--- config.mk ---
export PLATFORM = sky130hd
export DESIGN_NAME = mfs_status_word
export DESIGN_NICKNAME = d
export VERILOG_FILES = /design/src/core/mfs_pkg.sv /design/src/core/mfs_sp_if.sv /design/src/core/mfs_setpoint_hold.sv /design/src/core/mfs_status_word.sv
export VERILOG_INCLUDE_DIRS = /design/src /design/src/core
export SDC_FILE = /design/constraint.sdc
export NUM_CORES = 1
export LEC_CHECK = 0
export BUFFER_PORTS_ARGS = -buffer_cell sky130_fd_sc_hd__buf_2
export CAP_MARGIN = 5
export CORE_MARGIN = 1.5
export CORE_UTILIZATION = 44
export CTS_CLUSTER_SIZE = 14
export DETAILED_ROUTE_END_ITERATION = 8
export GPL_ROUTABILITY_DRIVEN = 0
export PLACE_DENSITY = 0.78
export SLEW_MARGIN = 20
export SYNTH_ARGS = -nofsm -noshare
export SYNTH_HDL_FRONTEND = slang
export SYNTH_HIERARCHICAL = 1
export SYNTH_SLANG_ARGS = --single-unit
--- constraint.sdc ---
create_clock -name mclk -period 1.8 [get_ports mclk]
set_input_delay 0.27 -clock mclk [delete_from_list [all_inputs] [get_ports mclk]]
set_output_delay 0.27 -clock mclk [all_outputs]
set_load 0.01 [all_outputs]
--- src/core/mfs_map.svh ---
/*
 * Bit positions, link word numbers and reset values of the module
 * fault status word. Assumes inclusion by bare name from design files.
 */
`ifndef MFS_MAP_SVH
`define MFS_MAP_SVH

// ---------------------------------------------------------------
// Link word numbers
// ---------------------------------------------------------------
`define MFS_LINK_STATUS 4'hb
`define MFS_LINK_SETPOINT_BASE 4'h1
`define MFS_LINK_RELEASE 4'h5

// ---------------------------------------------------------------
// Status word layout
// ---------------------------------------------------------------
`define MFS_BIT_IN_LO 0
`define MFS_BIT_OUT_LO 4
`define MFS_BIT_IN_GRP 8
`define MFS_BIT_OUT_GRP 9
`define MFS_BIT_OUT_CONV 10
`define MFS_BIT_IN_CONV 11
`define MFS_BIT_LINK 12
`define MFS_BIT_SUPERVISOR 13
`define MFS_BIT_SUPPLY 14
`define MFS_BIT_UNUSED_LO 15
`define MFS_STATUS_RESET 32'h0000_0000

// ---------------------------------------------------------------
// Per-channel fields
// ---------------------------------------------------------------
`define MFS_CH_STATUS_W 8
`define MFS_ALARMS_PER_CH 3
`define MFS_RELEASE_STRIDE 4
`define MFS_SETPOINT_RESET 32'h0000_0000
`define MFS_FLT_EXP_HI 30
`define MFS_FLT_EXP_LO 23
`define MFS_FLT_MANT_HI 22

`endif

--- src/core/mfs_pkg.sv ---
/*
 * Types shared by the module fault status word block.
 * Assumes mfs_map.svh supplies the numeric layout.
 */
`include "mfs_map.svh"
package mfs_pkg;
  typedef logic [31:0] mfs_word_t;
  typedef logic [3:0] mfs_link_index_t;

  // Quiet or signalling NaN: all-ones exponent, non-zero mantissa
  function automatic logic mfs_is_nan(input mfs_word_t w);
    mfs_is_nan = (&w[`MFS_FLT_EXP_HI:`MFS_FLT_EXP_LO]) &&
      (|w[`MFS_FLT_MANT_HI:0]);
  endfunction : mfs_is_nan
endpackage : mfs_pkg

--- src/core/mfs_sp_if.sv ---
/*
 * Carrier between the status block and one setpoint holder.
 * Assumes both ends run on the same clock.
 */
`timescale 1ns/10ps
interface mfs_sp_if;
  import mfs_pkg::*;
  logic wr_valid;
  mfs_word_t wr_data;
  mfs_word_t value;
  logic nan_flag;
  modport holder (input wr_valid, input wr_data, output value,
                  output nan_flag);
  modport user (output wr_valid, output wr_data, input value,
                input nan_flag);
endinterface : mfs_sp_if

--- src/core/mfs_setpoint_hold.sv ---
/*
 * One output channel setpoint register with invalid-number rejection.
 * Assumes writes arrive as single-cycle strobes on mclk.
 */
`timescale 1ns/10ps
`include "mfs_map.svh"
module mfs_setpoint_hold
  import mfs_pkg::*;
(
  input wire logic mclk,
  input wire logic reset_n,
  mfs_sp_if.holder sp
);

  // ---------------------------------------------------------------
  // Hold last valid command
  // ---------------------------------------------------------------
  always_ff @(posedge mclk) begin
    if (!reset_n) begin
      sp.value <= `MFS_SETPOINT_RESET;
    end else if (sp.wr_valid && !mfs_is_nan(sp.wr_data)) begin
      sp.value <= sp.wr_data;
    end
  end

  always_ff @(posedge mclk) begin
    if (!reset_n) begin
      sp.nan_flag <= 1'b0;
    end else if (sp.wr_valid) begin
      sp.nan_flag <= mfs_is_nan(sp.wr_data);
    end
  end
endmodule : mfs_setpoint_hold

--- src/core/mfs_status_word.sv ---
/*
 * Module fault status word, output setpoint words and alarm release.
 * Assumes channel status, converter and link flags come from logic on
 * mclk; only the output supply monitor pin is asynchronous.
 */
`timescale 1ns/10ps
`include "mfs_map.svh"
module mfs_status_word
  import mfs_pkg::*;
#(
  parameter int NUM_CH = 4
)(
  input wire logic mclk,
  input wire logic reset_n,
  input wire logic [31:0] in_chan_status,
  input wire logic [31:0] out_chan_status,
  input wire logic dac_over_temp,
  input wire logic dac_comm_err,
  input wire logic adc_acq_timeout,
  input wire logic adc_comm_err,
  input wire logic link_disrupted,
  input wire logic analog_alive,
  input wire logic supervisor_timeout,
  input wire logic out_supply_fault_pin,
  input wire logic [3:0] alarm_latch_en,
  input wire logic [11:0] out_alarm_raw,
  input wire logic host_wr_valid,
  input wire logic [3:0] host_wr_index,
  input wire logic [31:0] host_wr_data,
  output mfs_word_t data_link_word,
  output logic [3:0][31:0] out_setpoint,
  output logic [3:0] out_nan,
  output logic [11:0] out_alarm_latched,
  output logic in_update_en,
  output logic out_fault_mode,
  output logic out_disable
);

  function automatic logic word_hit(input logic valid,
                                    input mfs_link_index_t idx,
                                    input mfs_link_index_t want);
    word_hit = valid && (idx == want);
  endfunction : word_hit

  // ---------------------------------------------------------------
  // Supply monitor: synchronise and latch
  // ---------------------------------------------------------------
  logic supply_meta;
  logic supply_sync;
  logic supply_latched;

  always_ff @(posedge mclk) begin
    if (!reset_n) begin
      supply_meta <= 1'b0;
      supply_sync <= 1'b0;
    end else begin
      supply_meta <= out_supply_fault_pin;
      supply_sync <= supply_meta;
    end
  end

  // Only the power-on reset clears this; nothing else may
  always_ff @(posedge mclk) begin
    if (!reset_n) begin
      supply_latched <= 1'b0;
    end else if (supply_sync) begin
      supply_latched <= 1'b1;
    end
  end

  always_ff @(posedge mclk) begin
    if (!reset_n) begin
      out_disable <= 1'b0;
    end else begin
      out_disable <= supply_latched || supply_sync;
    end
  end

  // ---------------------------------------------------------------
  // Status word
  // ---------------------------------------------------------------
  logic [NUM_CH-1:0] in_fault;
  logic [NUM_CH-1:0] out_fault;
  mfs_word_t next_status;

  genvar gc;
  generate
    for (gc = 0; gc < NUM_CH; gc++) begin : g_fault
      assign in_fault[gc] =
        |in_chan_status[gc*`MFS_CH_STATUS_W +: `MFS_CH_STATUS_W];
      assign out_fault[gc] =
        |out_chan_status[gc*`MFS_CH_STATUS_W +: `MFS_CH_STATUS_W];
    end
  endgenerate

  // Pure function of current sources, so bits drop when sources drop, all but the supply bit, which follows supply_latched
  always_comb begin
    next_status = `MFS_STATUS_RESET;
    next_status[`MFS_BIT_IN_LO +: NUM_CH] = in_fault;
    next_status[`MFS_BIT_OUT_LO +: NUM_CH] = out_fault;
    next_status[`MFS_BIT_IN_GRP] = |in_fault;
    next_status[`MFS_BIT_OUT_GRP] = |out_fault;
    next_status[`MFS_BIT_OUT_CONV] = dac_over_temp || dac_comm_err;
    next_status[`MFS_BIT_IN_CONV] = adc_acq_timeout || adc_comm_err;
    next_status[`MFS_BIT_LINK] = link_disrupted;
    next_status[`MFS_BIT_SUPERVISOR] = supervisor_timeout;
    next_status[`MFS_BIT_SUPPLY] = supply_latched;
  end

  always_ff @(posedge mclk) begin
    if (!reset_n) begin
      data_link_word <= `MFS_STATUS_RESET;
    end else begin
      data_link_word <= next_status;
    end
  end

  // ---------------------------------------------------------------
  // Link fault consequences
  // ---------------------------------------------------------------
  always_ff @(posedge mclk) begin
    if (!reset_n) begin
      in_update_en <= 1'b0;
    end else begin
      in_update_en <= !link_disrupted;
    end
  end

  // A dead analog side cannot drive fault mode anyway
  always_ff @(posedge mclk) begin
    if (!reset_n) begin
      out_fault_mode <= 1'b0;
    end else begin
      out_fault_mode <= link_disrupted && analog_alive;
    end
  end

  // ---------------------------------------------------------------
  // Host words: setpoints and alarm release
  // ---------------------------------------------------------------
  mfs_word_t alarm_release_word;

  always_ff @(posedge mclk) begin
    if (!reset_n) begin
      alarm_release_word <= `MFS_STATUS_RESET;
    end else if (word_hit(host_wr_valid, host_wr_index,
                          `MFS_LINK_RELEASE)) begin
      alarm_release_word <= host_wr_data;
    end
  end

  generate
    for (gc = 0; gc < NUM_CH; gc++) begin : g_sp
      mfs_sp_if sp ();
      assign sp.wr_valid = word_hit(host_wr_valid, host_wr_index,
        `MFS_LINK_SETPOINT_BASE + 4'(gc));
      assign sp.wr_data = host_wr_data;
      assign out_setpoint[gc] = sp.value;
      assign out_nan[gc] = sp.nan_flag;
      mfs_setpoint_hold u_hold (
        .mclk(mclk),
        .reset_n(reset_n),
        .sp(sp.holder)
      );
    end
  endgenerate

  // ---------------------------------------------------------------
  // Alarm latching
  // ---------------------------------------------------------------
  genvar gk;
  generate
    for (gc = 0; gc < NUM_CH; gc++) begin : g_ch
      for (gk = 0; gk < `MFS_ALARMS_PER_CH; gk++) begin : g_al
        localparam int AI = gc*`MFS_ALARMS_PER_CH + gk;
        localparam int RI = gc*`MFS_RELEASE_STRIDE + gk;
        // New alarm wins over a release in the same cycle
        always_ff @(posedge mclk) begin
          if (!reset_n) begin
            out_alarm_latched[AI] <= 1'b0;
          end else begin
            out_alarm_latched[AI] <= out_alarm_raw[AI] ||
              (out_alarm_latched[AI] && alarm_latch_en[gc] &&
               !alarm_release_word[RI]);
          end
        end
      end
    end
  endgenerate
endmodule : mfs_status_word

==> results by group, run 1 <==
Drt
  – Initial DRC Count: 393
  – # DRC: 0
  – Drt pass-1 iters: 4
  – Vias: ~7000
  – Drt total wl: 21900 um
  – Via density: 5.00
  – Remaining antenna violation count: 0
  – WL per Instance: around 16 um

Finish
  – NumNets Final: around 1300
  – Layout area overhead: 31.8%
  – Non-filler cells in the finished layout: about 1400
  – Layout cells sized above 1: 0.354
  – Fill count: ~1500
  – Commonest non-fill, non-tap cell in the layout: buf_2
  – Most frequent cells in the layout: 287 x buf_2, 277 x nand2_1, 177 x dfxtp_1
  – Post-route cell area: between 9000 and 10000 sq um

STA
  – Clk_skew: between 0.005 and 0.006 ns
  – RSZ-0062 raised after global routing: no
  – Period utilisation layout: 0.830
  – Max Fclk: ~670 MHz
  – Post-route minimum period: between 1 and 1.5 ns
  – Setup Total Neg Slack: 0 ns
  – Slew Viols, Final: 0
  – Fin. Hold Viols: 0
  – # setup viols final: 0
  – Min Hold Slack: between 0.03 and 0.04 ns

Clocking
  – Number of setup buffers added after CTS: 0
  – CTS Buffer Depth: 2
  – CTS buffer count: 17
  – CTS clk-pin slew, worst paths: 0.07 ns
  – CTS tree: done
  – Post-CTS Resized: 0
  – Worst-skew pair later-pin latency: about 0.44 ns
  – Root Buffer: clkbuf_16
  – H-Tree Depth: 4
  – Sink Count: about 180
  – Hold_buf cts: 1

Worst hold path
  – HP Class: input port to flop
  – Hold Path Stages: 2

Synth
  – Post-Synth Adder-Cell Area: 0
  – Synth Area in Compound Gates: 0.0656
  – Top cells by area, synth: dfxtp_1 47%, mux2i_1 17%, nand2_1 14%, nor4_2 2.7%, buf_8 2.4%
  – Post-synth cell types: 32
  – Multiplexer share of the synthesized area: 0.165
  – Synth Area in Simple Gates: 0.231
  – Ys Warns: 6
  – Sequential area share after synthesis: 0.471
  – Top cell type's share of synthesized area: 0.471
  – Synthesized area per cell: between 9 and 10 sq um
  – Post-synthesis xor/xnor area fraction: 0
  – Area of the mapped netlist: 7520 sq um
  – FF+latch count, synth: 177
  – Post-Synthesis Cells: between 800 and 900
  – Largest family of logic cells by synthesized area: simple AND/OR/NAND/NOR gates
  – Cell taking the most area after synthesis: dfxtp_1

Critical path
  – Reg2reg setup slack: 1.11 ns
  – WS Path Type: input port to flop
  – Critical path endpoint category: flop
  – CP arrival: around 1.9 ns
  – Reg2reg end: alarm_release_word[2]
  – Worst Reg2Reg Path Length in Cells: 2
  – CP startpoint: host_wr_data[0]
  – Critical Path Sink: g_sp[3].u_hold/sp.value[6]
  – Crit Path Max Fanout: 24
  – RR Startpoint: alarm_release_word[2]
  – Startpoint Class: input port
  – Worst EP required: between 2 and 2.5 ns

Placement
  – Placed insts: between 1000 and 1500
  – Placed inst area: 9340 sq um
  – HPWL Detailed: ~17000 um
  – IO Port Bufs: approximately 290

GRT
  – Grt met1 use: 0.304
  – Overflow left after global routing: 0
  – Met3 usage: 0.0609
  – First-pass GRT wire length: about 33000 um
  – Total track usage: 0.240
  – Pin count of the biggest net entering global routing: 58
  – Initial antenna violation count: 2
  – GRT busiest layer: met2
  – Met2 Use GR: 0.392
  – Number of global-route vias before repair: between 6000 and 7000

Floorplanning
  – Die height: around 130 um
  – Die Area: ~18000 sq um
  – Top-level I/O count: between 300 and 400
  – Die width: ~130 um
  – Rows: 47
  – Core area: approximately 17000 sq um
  – Initial core utilization: 0.452

Power
  – Power density cells: about 850 nW/um^2
  – Tot Pwr: ~8.4 mW
  – Leak: 4.37 nW
  – Worst vdd rail ir drop: roughly 670 uV

Run status
  – Run status: finished clean

Run
  – Max_cap viols: 0
worst min path at each step:
stage	from	end	slack (ns)
CTS	dac_over_temp	data_link_word[10]	0.02
global route	dac_over_temp	data_link_word[10]	0.02
floorplan	link_disrupted	in_update_en	0.34
finish	dac_over_temp	data_link_word[10]	0.04
global placement	supply_meta	supply_sync	0.42
detailed placement	supply_meta	supply_sync	0.42
where the power goes:
group / switching [mW] / leakage, nW / internal, mW
clock network: 1.65 / 0.273 / 1.91
logic: 0.483 / 2.66 / 0.354
registers: 0.0354 / 1.44 / 4.00
total: 2.17 / 4.37 / 6.26
critical path: stages:
cell     delay [ns]
buf_2          0.16
nor4_2         0.35
nand4_1        0.22
o31ai_4        0.33
buf_12         0.27
mux2i_1        0.24
per-stage QoR:
step | worst slack, ns | utilization
CTS | 0.318 | 0.595
detailed placement | -0.107 | 0.561
floorplan | 0.0456 | -
global placement | -0.0377 | 0.561
global route | 0.222 | 0.596
finish | 0.307 | 0.596
metal layers:
layer | vias to the layer above | routed length, um | share of wire
met5 | - | 0 | 0
li1 | 3348 | - | -
met1 | 3225 | 9460 | 0.43
met2 | 227 | 10500 | 0.48
met4 | 0 | 503 | 0.023
met3 | 33 | 1430 | 0.066
cell type report:
| class | instances | area (sq um) | area share |
|---|---|---|---|
| Antenna cell | 1 | 2.50 | 0.000252 |
| Inverter | 4 | 15.0 | 0.00151 |
| Tap cell | 220 | 275 | 0.0278 |
| Clock inverter | 12 | 96.3 | 0.00972 |
| Clock buffer | 20 | 467 | 0.0471 |
| Timing Repair Buffer | 349 | 1970 | 0.199 |
| Sequential cell | 177 | 3540 | 0.358 |
| Multi-Input combinational cell | 584 | 3540 | 0.357 |
cells in the mapped netlist (all sizes together):
cell    number
nand2b       1
conb         1
clkbuf      33
nor2        13
mux2i      124
inv          4
nand4       12
and3b        1
o41a         2
nor2b        1
dfxtp      177
buf         37
nand3b       1
nor3b        1
o221a        4
o31ai        4
o21ai       20
nand3       12
and2b        1
o21a        16
and2        14
a21boi      16
and3         2
nand2      277
nor3         9
nor4        36
kinds of logic (layout without fill, tap and decap cells):
kind of cell,Yosys count,count (layout)
DFF,177,177
AOI/OAI and AO/OA,62,62
other,1,18
muxes,124,124
buffers and inverters,74,385
and+or+nand+nor,381,381
state kept, by name, summed over array words and instances, names as in the netlist, 4 cells and up:
signal,count
g_sp.u_hold/sp.nan_flag,4
g_sp.u_hold/sp.value,128
out_alarm_latched,12
alarm_release_word,12
data_link_word,15
Note: power is estimated with default switching activity, not from simulation.
==> run 2, diff against run 1 <==
CORE_UTILIZATION = 48   (was 44)
PLACE_DENSITY = 0.81   (was 0.78)
clock period = 1.4 ns   (was 1.8 ns; I/O delays follow)
==> run 2 against run 1 <==
Against the previous run: global-route usage is 2.1 points higher; power rose by 35%; wire length is 4.0% higher; final cell count is 2.4% higher; critical path depth grew 1; worst hold slack improved by 0.030 ns; critical endpoint is now g_sp[1].u_hold/sp.value[13]; largest cell class is now multi-input combinational cells.
==> results by group, run 2 (synthesized netlist as in run 1, its figures left out) <==
Clocking
  – H-Tree Depth: 4 (unchanged)
  – CTS clk-pin slew, worst paths: 0.07 ns (about the same)
  – Worst-skew pair later-pin latency: 0.42 ns (-0.02 ns)
  – CTS tree: done
  – Sink Count: 177 (unchanged)
  – CTS Buffer Depth: 2 (unchanged)
  – CTS buffer count: 17 (unchanged)
  – Root Buffer: clkbuf_16

Drt
  – Vias: 7100 (+3.9%)
  – Initial DRC Count: 403 (+2.5%)
  – Via density: 5.07 (+1.5%)
  – Drt total wl: 22800 um (+4.0%)
  – Remaining antenna violation count: 0 (unchanged)
  – # DRC: 0 (unchanged)
  – WL per Instance: 16.3 um (+1.6%)
  – Drt pass-1 iters: 5 (+1)

Floorplanning
  – Die width: 128 um (-4.2%)
  – Rows: 45 (-4.3%)
  – Top-level I/O count: 306 (unchanged)
  – Core area: 15300 sq um (-8.3%)
  – Die Area: 16400 sq um (-8.1%)
  – Initial core utilization: 0.493 (+0.0410)
  – Die height: 128 um (-4.2%)

Worst hold path
  – Hold Path Stages: 3 (+1)
  – Worst hold endpoint: g_sp[0].u_hold/sp.value[31]
  – HP Class: input port to flop
  – Hold_sp: host_wr_data[31]

Critical path
  – Worst EP required: 1.75 ns (-0.40 ns)
  – Worst Reg2Reg Path Length in Cells: 2 (unchanged)
  – Crit Path Max Fanout: 9 (-63%)
  – Startpoint Class: input port
  – Critical path endpoint category: flop
  – WS Path Type: input port to flop
  – Reg2reg end: alarm_release_word[2]
  – CP arrival: 1.72 ns (-0.13 ns)
  – RR Startpoint: alarm_release_word[2]
  – Reg2reg setup slack: 0.68 ns (-0.43 ns)
  – CP startpoint: host_wr_data[0]

Power
  – Clk network pwr share: 0.438 (+0.016)
  – Seq pwr share: 0.457 (-0.022)
  – Logic gate share of total power: 0.105 (+0.006)
  – Power density cells: 1080 nW/um^2 (+27%)
  – Sw Pwr: 2.71 mW (+25%)
  – Switching Share: 0.239 (-0.0184)
  – Internal cell power: 8.64 mW (+38%)
  – Worst vdd rail ir drop: 812 uV (+22%)
  – Tot Pwr: 11.4 mW (+35%)
  – Leak: 4.64 nW (+6.1%)

GRT
  – First-pass GRT wire length: 33100 um (-0.10%)
  – Total track usage: 0.261 (+0.0210)
  – Pin count of the biggest net entering global routing: 51 (-12%)
  – Number of global-route vias before repair: 6645 (+5.1%)
  – Initial antenna violation count: 1 (-1)
  – Overflow left after global routing: 0 (unchanged)

Placement
  – Setup slack after placement: -0.436 ns (-0.328 ns)
  – HPWL Detailed: 15900 um (-4.6%)
  – IO Port Bufs: 288 (unchanged)
  – Placed inst area: 9500 sq um (+1.8%)

Finish
  – Commonest non-fill, non-tap cell in the layout: buf_2
  – Area of the multi-input gates: 3610 sq um (+2.0%)
  – Final core occ: 0.690 (+0.0949)
  – Fill count: 1177 (-20%)
  – Largest reg by FF count: g_sp.u_hold/sp.value
  – Top Registers: g_sp.u_hold/sp.value x128, data_link_word x15
  – Post-route cell area: 10500 sq um (+6.3%)
  – Most frequent cells in the layout: 287 x buf_2, 277 x nand2_1, 177 x dfxtp_1
  – Max FFs per register: 128 (unchanged)
  – Storage element area: 3540 sq um (unchanged)
  – Layout area overhead: 40.1%
  – Layout cells sized above 1: 0.366 (+0.0114)
  – NumNets Final: 1301 (+3.3%)

STA
  – RSZ-0062 raised after global routing: yes
  – Crit path setup slack, layout: 0.0394 ns (-0.267 ns)
  – Fin. Hold Viols: 0 (unchanged)
  – Clk_skew: 0.00444 ns (-0.00141 ns)
  – Period utilisation layout: 0.972
  – Max Fclk: about 730 MHz
  – Slew Viols, Final: 0 (unchanged)
  – # setup viols final: 0 (unchanged)
  – Post-route minimum period: approximately 1.4 ns

Run
  – Max_cap viols: 0 (unchanged)

Run status
  – Run status: finished clean
==> run 2: area by class of cell <==
class                      count  share of cell area
clock inverter                11              0.0145
multi-input combinational    584               0.343
timing repair buffer         390               0.235
inverter                       4             0.00143
clock buffer                  21              0.0447
tap                          211              0.0251
sequential                   177               0.336
antenna                        2            0.000475
==> run 2: worst max-delay path, cell delays in order <==
cell and delay (ns):
buf_2 0.18, nor4_4 0.31, nand4_1 0.23, o31ai_4 0.25
buf_4 0.16, clkbuf_16 0.17, mux2i_1 0.21
==> run 2: through the flow <==
stage / cells / hold slack, ns / TNS, ns
2_1_floorplan: 835 / 0.282 / -12.34
3_3_place_gp: 1334 / 0.400 / -42.97
3_5_place_dp: 1334 / 0.400 / -48.72
4_1_cts: 1386 / 0.0487 / 0
5_1_grt: 1399 / 0.0659 / -0.139
6_report: 1400 / 0.0690 / 0
==> run 2: power by group through the flow <==
stage	logic (mW)	clock network [mW]	registers, mW
after floorplan	0.464	0	5.35
after global placement	1.07	0	5.30
after detailed placement	1.10	0	5.30
after CTS	1.15	5.03	5.19
after global routing	1.28	5.24	5.20
final	1.19	4.98	5.19
==> run 2: layer usage <==
| metal | global-route usage | up-vias | share of wire |
|---|---|---|---|
| met1 | 0.316 | 3289 | 0.41 |
| met5 | 0 | - | 0 |
| li1 | - | 3442 | - |
| met4 | 0.128 | 0 | 0.034 |
| met2 | 0.444 | 318 | 0.49 |
| met3 | 0.0530 | 51 | 0.065 |
==> run 2: how the worst max path moves through the flow <==
stage | to | slack (ns) | depth (start not counted)
after global placement | g_sp[0].u_hold/sp.value[31] | -0.37 | 6
after global routing | g_sp[0].u_hold/sp.value[20] | -0.02 | 7
final | g_sp[1].u_hold/sp.value[13] | 0.04 | 7
after floorplan | g_sp[0].u_hold/sp.value[0] | -0.14 | 7
after CTS | g_sp[1].u_hold/sp.value[4] | 0.02 | 6
after detailed placement | g_sp[0].u_hold/sp.value[30] | -0.44 | 6
==> run 2: repair_timing <==
item,4_1_cts,5_1_grt
hold buffers,20,0
cloned,0,5
resized for setup,1,8
endpoints found under the setup margin,1,113
endpoints found under the hold margin,18,0
buffers inserted,0,7
pin swaps,0,8
